`config.mk`:
```
export PLATFORM = sky130hd
export DESIGN_NAME = sbp_boot_protocol
export DESIGN_NICKNAME = d
export VERILOG_FILES = /design/src/sbp_pkg.sv /design/src/sbp_boot_protocol.sv /design/src/sbp_tx_buffer.sv
export SDC_FILE = /design/constraint.sdc
export NUM_CORES = 1
export LEC_CHECK = 0
export BUFFER_PORTS_ARGS = -buffer_cell sky130_fd_sc_hd__buf_4
export CAP_MARGIN = 5
export CORE_MARGIN = 1
export CORE_UTILIZATION = 65
export DETAILED_ROUTE_END_ITERATION = 12
export PLACE_DENSITY = 0.83
export SYNTH_ARGS = -nofsm -noshare
export SYNTH_HDL_FRONTEND = slang
export SYNTH_HIERARCHICAL = 1
export SYNTH_SLANG_ARGS = --single-unit
```
`constraint.sdc`:
```
create_clock -name clk_sys -period 22.7 [get_ports clk_sys]
set_clock_uncertainty 0.15 [all_clocks]
set_input_delay 4.54 -clock clk_sys [delete_from_list [all_inputs] [get_ports clk_sys]]
set_output_delay 4.54 -clock clk_sys [all_outputs]
set_load 0.01 [all_outputs]
```
`src/sbp_pkg.sv`:
```
/*
 * Shared constants and carrier types for the serial boot protocol block.
 * Assumes a single 25 MHz system clock domain and a byte-wide flash port.
 */
`default_nettype none

package sbp_pkg;
    // Widths of the edge timer and the flash byte address.
    localparam int TIMER_W = 24;
    localparam int FLASH_AW = 19;
    localparam int FLASH_BYTES_DEFAULT = 524288;

    // Mode selection bytes and their echoes.
    localparam logic [7:0] CODE_ASYNC = 8'h86;
    localparam logic [7:0] CODE_CLOCKED = 8'h30;

    // Command codes.
    localparam logic [7:0] CMD_RAM = 8'h10;
    localparam logic [7:0] CMD_SUM = 8'h20;
    localparam logic [7:0] CMD_INFO = 8'h30;

    // Checksum byte answers and acknowledge flag nibbles.
    localparam logic [7:0] ACK_PASS = 8'h10;
    localparam logic [7:0] ACK_FAIL = 8'h11;
    localparam logic [7:0] ACK_RX_ERR = 8'h18;
    localparam logic [3:0] FLAG_RX_ERR = 4'h8;
    localparam logic [3:0] FLAG_BAD_CMD = 4'h1;
    localparam logic [3:0] NIB_RESET = 4'h0;

    // Password area location, length and the erased byte value.
    localparam logic [18:0] PW_BASE = 19'h00474;
    localparam logic [3:0] PW_LEN = 4'hc;
    localparam logic [7:0] BYTE_ERASED = 8'hff;

    // Edge captures needed for the mode decision.
    localparam logic [2:0] EDGES_NEEDED = 3'h4;

    // Edges from a flash address update to valid read data.
    localparam logic [1:0] FLASH_LAT = 2'h2;

    // Received byte from the serial channel.
    typedef struct packed {
        logic valid;
        logic error;
        logic [7:0] data;
    } sbp_rx_type;

    // Transmit byte with its valid flag.
    typedef struct packed {
        logic valid;
        logic [7:0] data;
    } sbp_byte_type;
endpackage : sbp_pkg

`default_nettype wire

```
`src/sbp_boot_protocol.sv`:
```
/*
 * Target-side serial boot protocol: mode detection from the first byte,
 * RAM transfer password check, flash byte sum and checksum answers.
 * Assumes the serial channel delivers received bytes on clk_sys, the
 * flash answers a byte two edges after its address changes, and the
 * receive pin is asynchronous to clk_sys.
 */
// Summary of operation
// - Timer counts captured on the first four first-byte transitions, reception off.
// - Asynchronous if first interval not longer than third-to-fourth.
// - RAM transfer code 10H is echoed, then the password is checked.
// - Twelve identical non-FFH stored bytes give 11H on the 14th byte, the checksum.
// - Password bytes compared one by one against flash from 474h.
// - Whole flash summed into 16 bits, upper byte sent first.
// - Checksum is the two's complement of the modulo-256 byte sum.
// - Acknowledges keep command nibble; bit 3 receive error (asynchronous mode only), bit 0 error.
// - Asynchronous mode without a usable baud stops silently.
// - Checksum byte answered 10H pass, 11H fail, 18H receive error in asynchronous mode.
`timescale 1ns/1ps
`default_nettype none

module sbp_boot_protocol #(
    parameter int FLASH_BYTES = sbp_pkg::FLASH_BYTES_DEFAULT
)(
    // Clock and reset.
    input wire logic clk_sys,
    input wire logic reset,
    // Receive pin and serial channel.
    input wire logic rxd_pin,
    input wire sbp_pkg::sbp_rx_type rx,
    input wire logic baud_ok,
    // Transmit stream.
    output sbp_pkg::sbp_byte_type tx,
    input wire logic tx_ready,
    // Flash read port.
    output logic [sbp_pkg::FLASH_AW-1:0] flash_addr,
    input wire logic [7:0] flash_data,
    // Status.
    output logic mode_valid,
    output logic mode_async,
    output logic halted,
    output logic pw_area_error
);
    localparam logic [sbp_pkg::FLASH_AW-1:0] FLASH_LAST =
        sbp_pkg::FLASH_AW'(FLASH_BYTES - 1);

    typedef enum {
        ST_DETECT, ST_DECIDE, ST_HALT, ST_CMD, ST_REPLY,
        ST_PW_AREA, ST_PW_RX, ST_PW_CMP, ST_PW_CHK,
        ST_SUM, ST_SUM_HI, ST_SUM_LO, ST_SUM_CK
    } sbp_state_type;

    sbp_state_type state;
    sbp_state_type ret_state;
    sbp_pkg::sbp_byte_type push;
    logic buf_in_ready;
    logic [sbp_pkg::TIMER_W-1:0] timer;
    logic [sbp_pkg::TIMER_W-1:0] cap [4];
    logic [2:0] edge_cnt;
    logic rxd_s1, rxd_s2, rxd_s3;
    logic rx_edge, pick_async, rx_bad;
    logic [7:0] reply, pw_byte, area_first, csum;
    logic [3:0] cmd_nib, idx;
    logic [1:0] lat;
    logic pw_bad, area_same, rx_err_seen, sum_issue, sum_pipe;
    logic [15:0] sum;

    // Interval between two captured timer counts.
    function automatic logic [sbp_pkg::TIMER_W-1:0] elapsed(
        input logic [sbp_pkg::TIMER_W-1:0] from_cnt,
        input logic [sbp_pkg::TIMER_W-1:0] to_cnt);
        elapsed = to_cnt - from_cnt;
    endfunction : elapsed

    // Two's complement of the modulo-256 sum of two bytes.
    function automatic logic [7:0] neg_sum(input logic [7:0] a,
                                           input logic [7:0] b);
        neg_sum = 8'h00 - 8'(a + b);
    endfunction : neg_sum

    assign rx_edge = rxd_s2 ^ rxd_s3;
    assign pick_async = elapsed(cap[0], cap[1]) <=
                        elapsed(cap[2], cap[3]);
    assign rx_bad = rx.error && mode_async;

    // Free-running edge timer; 24 bits cover over half a second.
    always_ff @(posedge clk_sys or posedge reset)
    begin
        if (reset)
            timer <= '0;
        else
            timer <= timer + 1'b1;
    end

    // Two-stage synchroniser plus an edge-detect stage on the pin.
    always_ff @(posedge clk_sys or posedge reset)
    begin
        if (reset)
        begin
            rxd_s1 <= 1'b1;
            rxd_s2 <= 1'b1;
            rxd_s3 <= 1'b1;
        end
        else
        begin
            rxd_s1 <= rxd_pin;
            rxd_s2 <= rxd_s1;
            rxd_s3 <= rxd_s2;
        end
    end

    // Captures the timer at each of the first four pin transitions.
    always_ff @(posedge clk_sys or posedge reset)
    begin
        if (reset)
        begin
            edge_cnt <= '0;
            for (int i = 0; i < 4; i++)
                cap[i] <= '0;
        end
        else if (state == ST_DETECT && rx_edge &&
                 edge_cnt < sbp_pkg::EDGES_NEEDED)
        begin
            cap[edge_cnt[1:0]] <= timer;
            edge_cnt <= edge_cnt + 3'h1;
        end
    end

    // Protocol sequencer; every answer leaves through ST_REPLY.
    always_ff @(posedge clk_sys or posedge reset)
    begin
        if (reset)
        begin
            state <= ST_DETECT;
            ret_state <= ST_CMD;
            push <= '0;
            reply <= '0;
            mode_valid <= 1'b0;
            mode_async <= 1'b0;
            halted <= 1'b0;
            pw_area_error <= 1'b0;
            flash_addr <= '0;
            cmd_nib <= sbp_pkg::NIB_RESET;
            idx <= '0;
            lat <= '0;
            pw_byte <= '0;
            area_first <= '0;
            area_same <= 1'b0;
            pw_bad <= 1'b0;
            rx_err_seen <= 1'b0;
            csum <= '0;
            sum <= '0;
            sum_issue <= 1'b0;
            sum_pipe <= 1'b0;
        end
        else
        begin
            if (buf_in_ready)
                push.valid <= 1'b0;
            case (state)
                ST_DETECT:
                    if (edge_cnt == sbp_pkg::EDGES_NEEDED)
                        state <= ST_DECIDE;
                ST_DECIDE:
                begin
                    mode_valid <= 1'b1;
                    mode_async <= pick_async;
                    if (pick_async && !baud_ok)
                    begin
                        halted <= 1'b1;
                        state <= ST_HALT;
                    end
                    else
                    begin
                        reply <= pick_async ? sbp_pkg::CODE_ASYNC
                                            : sbp_pkg::CODE_CLOCKED;
                        ret_state <= ST_CMD;
                        state <= ST_REPLY;
                    end
                end
                ST_HALT:
                    state <= ST_HALT;
                ST_REPLY:
                    if (!push.valid || buf_in_ready)
                    begin
                        push.valid <= 1'b1;
                        push.data <= reply;
                        state <= ret_state;
                    end
                ST_CMD:
                    if (rx.valid)
                    begin
                        ret_state <= ST_CMD;
                        state <= ST_REPLY;
                        if (rx_bad)
                            reply <= {cmd_nib, sbp_pkg::FLAG_RX_ERR};
                        else
                        begin
                            case (rx.data)
                                sbp_pkg::CMD_RAM:
                                begin
                                    reply <= rx.data;
                                    cmd_nib <= rx.data[7:4];
                                    ret_state <= ST_PW_AREA;
                                    idx <= '0;
                                    lat <= '0;
                                    area_same <= 1'b1;
                                    pw_bad <= 1'b0;
                                    rx_err_seen <= 1'b0;
                                    csum <= '0;
                                end
                                sbp_pkg::CMD_SUM:
                                begin
                                    reply <= rx.data;
                                    cmd_nib <= rx.data[7:4];
                                    ret_state <= ST_SUM;
                                    flash_addr <= '0;
                                    sum <= '0;
                                    sum_issue <= 1'b1;
                                    sum_pipe <= 1'b0;
                                end
                                sbp_pkg::CMD_INFO:
                                begin
                                    reply <= rx.data;
                                    cmd_nib <= rx.data[7:4];
                                end
                                default:
                                    reply <= {cmd_nib,
                                              sbp_pkg::FLAG_BAD_CMD};
                            endcase
                        end
                    end
                ST_PW_AREA:
                begin
                    flash_addr <= sbp_pkg::PW_BASE + {15'h0000, idx};
                    lat <= lat + 2'h1;
                    if (lat == sbp_pkg::FLASH_LAT)
                    begin
                        lat <= '0;
                        idx <= idx + 4'h1;
                        if (idx == 4'h0)
                            area_first <= flash_data;
                        else if (flash_data != area_first)
                            area_same <= 1'b0;
                        if (idx == sbp_pkg::PW_LEN - 4'h1)
                        begin
                            pw_area_error <= area_same &&
                                (flash_data == area_first) &&
                                (area_first != sbp_pkg::BYTE_ERASED);
                            idx <= '0;
                            state <= ST_PW_RX;
                        end
                    end
                end
                ST_PW_RX:
                    if (rx.valid)
                    begin
                        pw_byte <= rx.data;
                        csum <= 8'(csum + rx.data);
                        if (rx_bad)
                            rx_err_seen <= 1'b1;
                        flash_addr <= sbp_pkg::PW_BASE + {15'h0000, idx};
                        lat <= '0;
                        state <= ST_PW_CMP;
                    end
                ST_PW_CMP:
                begin
                    lat <= lat + 2'h1;
                    if (lat == sbp_pkg::FLASH_LAT - 2'h1)
                    begin
                        if (flash_data != pw_byte)
                            pw_bad <= 1'b1;
                        idx <= idx + 4'h1;
                        state <= (idx == sbp_pkg::PW_LEN - 4'h1)
                                 ? ST_PW_CHK : ST_PW_RX;
                    end
                end
                ST_PW_CHK:
                    if (rx.valid)
                    begin
                        ret_state <= ST_CMD;
                        state <= ST_REPLY;
                        if (rx_bad || rx_err_seen)
                            reply <= sbp_pkg::ACK_RX_ERR;
                        else if (neg_sum(csum, rx.data) != 8'h00 ||
                                 pw_bad || pw_area_error)
                            reply <= sbp_pkg::ACK_FAIL;
                        else
                            reply <= sbp_pkg::ACK_PASS;
                    end
                ST_SUM:
                begin
                    if (sum_issue)
                    begin
                        if (flash_addr == FLASH_LAST)
                            sum_issue <= 1'b0;
                        else
                            flash_addr <= flash_addr + 1'b1;
                    end
                    sum_pipe <= sum_issue;
                    if (sum_pipe)
                        sum <= sum + {8'h00, flash_data};
                    if (!sum_issue && !sum_pipe)
                        state <= ST_SUM_HI;
                end
                ST_SUM_HI:
                begin
                    reply <= sum[15:8];
                    ret_state <= ST_SUM_LO;
                    state <= ST_REPLY;
                end
                ST_SUM_LO:
                begin
                    reply <= sum[7:0];
                    ret_state <= ST_SUM_CK;
                    state <= ST_REPLY;
                end
                ST_SUM_CK:
                begin
                    reply <= neg_sum(sum[15:8], sum[7:0]);
                    ret_state <= ST_CMD;
                    state <= ST_REPLY;
                end
                default:
                    state <= ST_DETECT;
            endcase
        end
    end

    // Buffer so a stalled receiver loses no answer byte.
    sbp_tx_buffer #(
        .WIDTH(8)
    ) u_tx_buffer (
        .clk_sys(clk_sys),
        .reset(reset),
        .in_valid(push.valid),
        .in_data(push.data),
        .in_ready(buf_in_ready),
        .out_valid(tx.valid),
        .out_data(tx.data),
        .out_ready(tx_ready)
    );

    // Checks tying outputs and state to their causes.
    a_timer_free_run: assert property (@(posedge clk_sys) disable iff (reset)
        !$past(reset) |-> timer == $past(timer) + 1'b1)
        else $error("edge timer did not advance");
    a_edge_capture_count: assert property (@(posedge clk_sys)
        disable iff (reset)
        state == ST_DETECT && rx_edge && edge_cnt < 3'h4
        |=> edge_cnt == $past(edge_cnt) + 3'h1)
        else $error("edge not captured");
    a_mode_pick_rule: assert property (@(posedge clk_sys) disable iff (reset)
        state == ST_DECIDE |=> mode_valid && mode_async == $past(pick_async))
        else $error("mode decision wrong");
    a_halt_stays_silent: assert property (@(posedge clk_sys)
        disable iff (reset)
        halted |-> !push.valid && state == ST_HALT)
        else $error("reply after halt");
    a_ram_cmd_echo: assert property (@(posedge clk_sys) disable iff (reset)
        state == ST_CMD && rx.valid && !rx_bad && rx.data == 8'h10
        |=> state == ST_REPLY && reply == 8'h10 && ret_state == ST_PW_AREA)
        else $error("RAM command not echoed");
    a_area_error_ack: assert property (@(posedge clk_sys) disable iff (reset)
        state == ST_PW_CHK && rx.valid && pw_area_error && !rx_bad &&
        !rx_err_seen |=> reply == 8'h11 ##1 push.valid && push.data == 8'h11)
        else $error("area error not answered 11H");
    a_pw_mismatch_flag: assert property (@(posedge clk_sys)
        disable iff (reset)
        state == ST_PW_CMP && lat == 2'h1 && flash_data != pw_byte
        |=> pw_bad)
        else $error("password mismatch missed");
    a_sum_high_first: assert property (@(posedge clk_sys) disable iff (reset)
        state == ST_SUM_LO |-> $past(reply) == sum[15:8]
        ##1 reply == sum[7:0])
        else $error("sum byte order wrong");
    a_sum_checksum: assert property (@(posedge clk_sys) disable iff (reset)
        state == ST_SUM_CK |=> 8'(reply + sum[15:8] + sum[7:0]) == 8'h00)
        else $error("checksum byte wrong");
    a_cmd_rx_error_ack: assert property (@(posedge clk_sys)
        disable iff (reset)
        state == ST_CMD && rx.valid && rx_bad
        |=> reply == {cmd_nib, 4'h8})
        else $error("receive error ack wrong");
    a_chk_rx_error_ack: assert property (@(posedge clk_sys)
        disable iff (reset)
        state == ST_PW_CHK && rx.valid && rx_bad |=> reply == 8'h18)
        else $error("checksum receive error ack wrong");
endmodule : sbp_boot_protocol

`default_nettype wire

```
`src/sbp_tx_buffer.sv`:
```
/*
 * Two-entry transmit buffer with valid and ready on both sides.
 * Assumes both sides run on clk_sys; all outputs come from flip-flops.
 */
`timescale 1ns/1ps
`default_nettype none

module sbp_tx_buffer #(
    parameter int WIDTH = 8
)(
    // Clock and reset.
    input wire logic clk_sys,
    input wire logic reset,
    // Filling side.
    input wire logic in_valid,
    input wire logic [WIDTH-1:0] in_data,
    output logic in_ready,
    // Draining side.
    output logic out_valid,
    output logic [WIDTH-1:0] out_data,
    input wire logic out_ready
);
    logic [WIDTH-1:0] spare;

    // The output stage refills from the spare first, so order is kept.
    always_ff @(posedge clk_sys or posedge reset)
    begin
        if (reset)
        begin
            out_valid <= 1'b0;
            out_data <= '0;
            spare <= '0;
            in_ready <= 1'b1;
        end
        else if (!out_valid || out_ready)
        begin
            if (!in_ready)
            begin
                out_data <= spare;
                out_valid <= 1'b1;
                in_ready <= 1'b1;
            end
            else if (in_valid)
            begin
                out_data <= in_data;
                out_valid <= 1'b1;
            end
            else
            begin
                out_valid <= 1'b0;
            end
        end
        else if (in_valid && in_ready)
        begin
            spare <= in_data;
            in_ready <= 1'b0;
        end
    end
endmodule : sbp_tx_buffer

`default_nettype wire
```
======== Word-level counts from Yosys, hierarchy flattened ========
Cells that the tools add are included.
word-level totals
  flip-flop bits (word level) ............. 303
  input bits .............................. 23
  output and inout bits ................... 32
  logic and storage cells ................. 250
operators by class
  add/subtract/negate cells ............... 13
  order comparisons ....................... 4
  equal/unequal tests ..................... 46
  mux-type cells .......................... 94
  bitwise operators ....................... 4
  reduce and logical (&&, ||, !) cells .... 54
operators by type and width
  kind                     count
  $mux W32                 11
  $pmux W32 S10            1
  $pmux W32 S6             1
  $eq A32 B4 Y1 const B    5
  $eq A32 B3 Y1 const B    4
  $mux W19                 6
  $bwmux W96               1
  $mux W8                  12
  $pmux W19 S4             1
  $eq A32 B2 Y1 const B    2
  $logic_not A32 Y1        2
  $mux W16                 4
  $demux W24 S2            1
  $pmux W8 S6              1
  $sub A24 B24 Y24         2
  $ne A2 B2 Y1 const B     21
  $mux W4                  9
  $eq A32 B1 Y1 const B    1
  $pmux W16 S2             1
  $mux W1                  27
  $add A24 B1 Y24 const B  1
  $le A24 B24 Y1           1
  $mux W24                 1
  $add A19 B1 Y19 const B  1
  other kinds (50)         98

======== Longest topological paths before layout ========
  word-level depth ........................ 9
  mapped depth ............................ 21
  mapped depth without buffers ............ 20

======== By module ========
Netlist, hierarchy kept.
modules (own cells, without submodules)
  module             instances  cells an instance  area an instance (µm²)  sequential area each (µm²)
  sbp_boot_protocol  1          1432               13990.9                 5736.8
  sbp_tx_buffer      1          51                 832.0                   451.7

======== Worst setup path after synthesis ========
Ideal clock, no wire load.
  path type ............................... input to register
  start point ............................. input flash_data[0]
  end point ............................... register sum[12]
  library setup time ...................... 0.139 ns
  arrival ................................. 6.390 ns
  required time ........................... 22.411 ns
  path slack .............................. 16.021 ns
  cell stages on the path ................. 10
  path buffers ............................ 0
  path through ............................ ha_1 > fa_1 > a21o_1 > a21oi_1 > o21bai_1 > a21oi_1 > o21bai_1 > a21oi_1 > or4_1 > a21oi_1
on the way
  longest elaborated chain between the ends .. 3
RTL lines
  item                    RTL line                  RTL
  start: declaration      sbp_boot_protocol.sv:37   input wire logic [7:0] flash_data,
  $add A16 B8 Y16         sbp_boot_protocol.sv:302  sum <= sum + {8'h00, flash_data};
  $mux W16                sbp_boot_protocol.sv:301  if (sum_pipe)
  $pmux W16 S2            sbp_boot_protocol.sv:160  case (state)
  end signal: assignment  sbp_boot_protocol.sv:302
  end: declaration        sbp_boot_protocol.sv:66   logic [15:0] sum;
Every way passes these cells. The select of a mux whose other input is x is not followed.
A chain may end at the register's enable or synchronous reset.

======== Worst setup path in the final report ========
Same ends and word-level chain as after synthesis.

==> metrics <==
Startpoint Class=input pin; NumNets Final=1,673; Final Hold Fails=0; clk buf depth=3; Post-Route WL=33.49 mm; largest net degree at the start of global routing=145; initial core utilization=67.09%; distinct cell type count after synthesis=77; Final Cell Area=16,410 um^2; total number of yosys warnings=6; Post-synth top flop=dfrtp_1; Worst Reg2Reg Path Length in Cells=19; gr usage total=29.52%; I/O Pins=55; post-synth top area share=40.69%; PD cells=136.1 nW/um^2; period utilisation layout=29.12%; Final TNS setup=0 ns; FF-to-FF End=reply[4]$_DFFE_PP0P_; clk sink count=247; post-CTS setup repair buffer count=0; synthesis-stage register bit count=247; routability cong.=0.9877; Area Growth Syn to Fin=10.72%; maximum vdd drop=0.00007596 V; number of core rows=54; Detail Route Antenna Nets=0; CTS tree=yes; switching power=0.8981 mW; grt ovf=0; ANT cells=0; hold_sp=rxd_s1$_DFF_PP1_; Area contributors post-synth=dfrtp_1 41%, ha_1 9.5%, mux2_2 9.5%; Post-synth EDFFs=0; crit path capture type=register; Final HPWL DP=23.63 mm; Starting DRT DRC Count=882; R2R Setup Slk=17.06 ns; average wire per standard cell=18.28 um; hold_buf cts=0; max_cap viols=0; core footprint=22,090 um^2; Clk Latency, worst-skew pair=0.53 ns; status=completed; Pre-Repair DR Iteration Count=8; die height=153.0 um; total internal power=1.336 mW; share of layout cells above drive strength 1=16.88%; crit path time final=6.610 ns; syn avg cell area=9.995 um^2; DRC=0; CP required=22.94 ns; worst hold path class=reg2reg; die width=153.0 um; port bufs=54; CP arrival=6.85 ns; max layer used=met4; Worst Tran Pin Value=1.079 ns; Min-Delay Endpoint=rxd_s2$_DFF_PP1_; met2 wire len=16.40 mm; worst reg2reg startpoint=cap[0]$_DFFE_PP0P_; syn nets=1,624; worst hold path cell count=0; RSZ-0062 raised after global routing=false; Root Driver=clkbuf_16; sequential area share after synthesis=41.75%; area leader, netlist=dfrtp_1; die area=23,410 um^2; Via density=6.220; M1 WL=14.22 mm; total CTS buffers=26; Slew Limit Fails=0; register area=6188 um^2; combinational cell fraction of total power=51.5%; Seq pwr share=28.1%; final setup vio count=0; clock share of power=20.4%; multi-input logic area=8049 um^2; initial antenna violation count=0; Synth async-reset ratio=100.0%; mapped cell area=14,820 um^2; total power=2.234 mW; number of global-route vias before repair=11,610; CTS clk-pin slew, worst paths=0.06 ns; Post-Syn Instances=1,483; relative slew slack=28.07%; first-pass GRT wire length=56.48 mm; DP Area=15,480 um^2; fmax=151.3 MHz; Crit Path Class=in2reg; H-tree depth=1; switching part of the total power=40.21%; Leak=7.833 nW; via count=11,400; Layout Utilization=74.28%; PostCTS Resize Cnt=0; met3 wire len=1.519 mm; crit-path max FO=8; # fillers=1,501
## layout by cell type (no fill, tap or decap), types with 14 or more instances in the layout
cell	instances
dfrtp_1	241
mux2_2	125
nand2_1	121
ha_1	113
inv_1	109
nor2_1	97
a21oi_1	81
o21ai_0	80
xnor2_1	68
buf_4	62
nand3_1	41
xor2_1	39
clkbuf_16	27
a21o_1	26
nor3_1	25
nand4_1	21
nor4_1	17
nor2b_1	14
## metrics by stage
step	cells	hold slack [ns]	worst slack (ns)
after CTS	1832	0.2142	16.13
final	1832	0.2129	16.09
after global placement	1784	0.1957	15.70
after global routing	1832	0.2152	15.89
after detailed placement	1784	0.2053	15.58
after floorplan	1483	0.1952	11.74
## sequential cells by signal, indices dropped and copies added (netlist names), 9 cells and up
| signal | cells |
|---|---|
| sum | 16 |
| timer | 24 |
| flash_addr | 19 |
| push | 9 |
| cap | 96 |
## how the worst max path moves through the flow
stage | endpoint | cells past startpoint | slack, ns | startpoint
3_3_place_gp | sum[12]$_DFFE_PP0P_ | 11 | 15.70 | flash_data[0]
5_1_grt | sum[12]$_DFFE_PP0P_ | 11 | 15.89 | flash_data[0]
2_1_floorplan | area_first[0]$_DFFE_PP0P_ | 1 | 11.74 | reset
6_report | sum[12]$_DFFE_PP0P_ | 11 | 16.09 | flash_data[0]
3_5_place_dp | sum[12]$_DFFE_PP0P_ | 11 | 15.58 | flash_data[0]
4_1_cts | sum[12]$_DFFE_PP0P_ | 11 | 16.13 | flash_data[0]
## cells in the mapped netlist (31+ instances only)
cell type,number
xnor2_1,68
dfrtp_1,241
o21ai_0,80
nand2_1,121
mux2_2,125
ha_1,113
nor2_1,97
inv_1,110
clkbuf_1,31
a21oi_1,81
xor2_1,39
nand3_1,41
## worst max-delay path: stages
cell and delay, ns:
buf_4 0.13, ha_1 0.22, fa_1 0.40, a21o_1 0.20, a21oi_1 0.23, o21bai_1 0.10
a21oi_1 0.23, o21bai_1 0.09, a21oi_1 0.46, or4_1 0.19, a21oi_1 0.06
## cell families after synthesis
logic type | Yosys count | synth area share (%)
compound gates | 321 | 13.87
xor+xnor | 107 | 6.322
fa+ha+maj | 118 | 10.21
buf+inv | 152 | 3.950
flops | 247 | 41.75
mux | 143 | 11.05
simple gates | 395 | 12.85
## final cells by class
type                       count  share of cell area, %
sequential                   247                  37.71
inverter                     111                  2.584
tap                          280                  2.135
clock inverter                 8                 0.7319
timing repair buffer          62                  2.836
clock buffer                  40                  4.963
multi-input combinational   1084                  49.04
## routing by layer
metal,track usage (%),up-vias
li1,-,5358
met1,38.12,5553
met2,51.11,378
met3,3.459,106
met4,11.16,0
met5,0,-
## power by group through the flow
stage / sequential, mW / combinational, mW / clock, mW
floorplan: 0.600 / 0.884 / 0
global placement: 0.627 / 1.08 / 0
detailed placement: 0.631 / 1.13 / 0
CTS: 0.625 / 1.14 / 0.462
global route: 0.640 / 1.29 / 0.478
finish: 0.628 / 1.15 / 0.455
No activity file was read; power rests on OpenSTA's default activity.
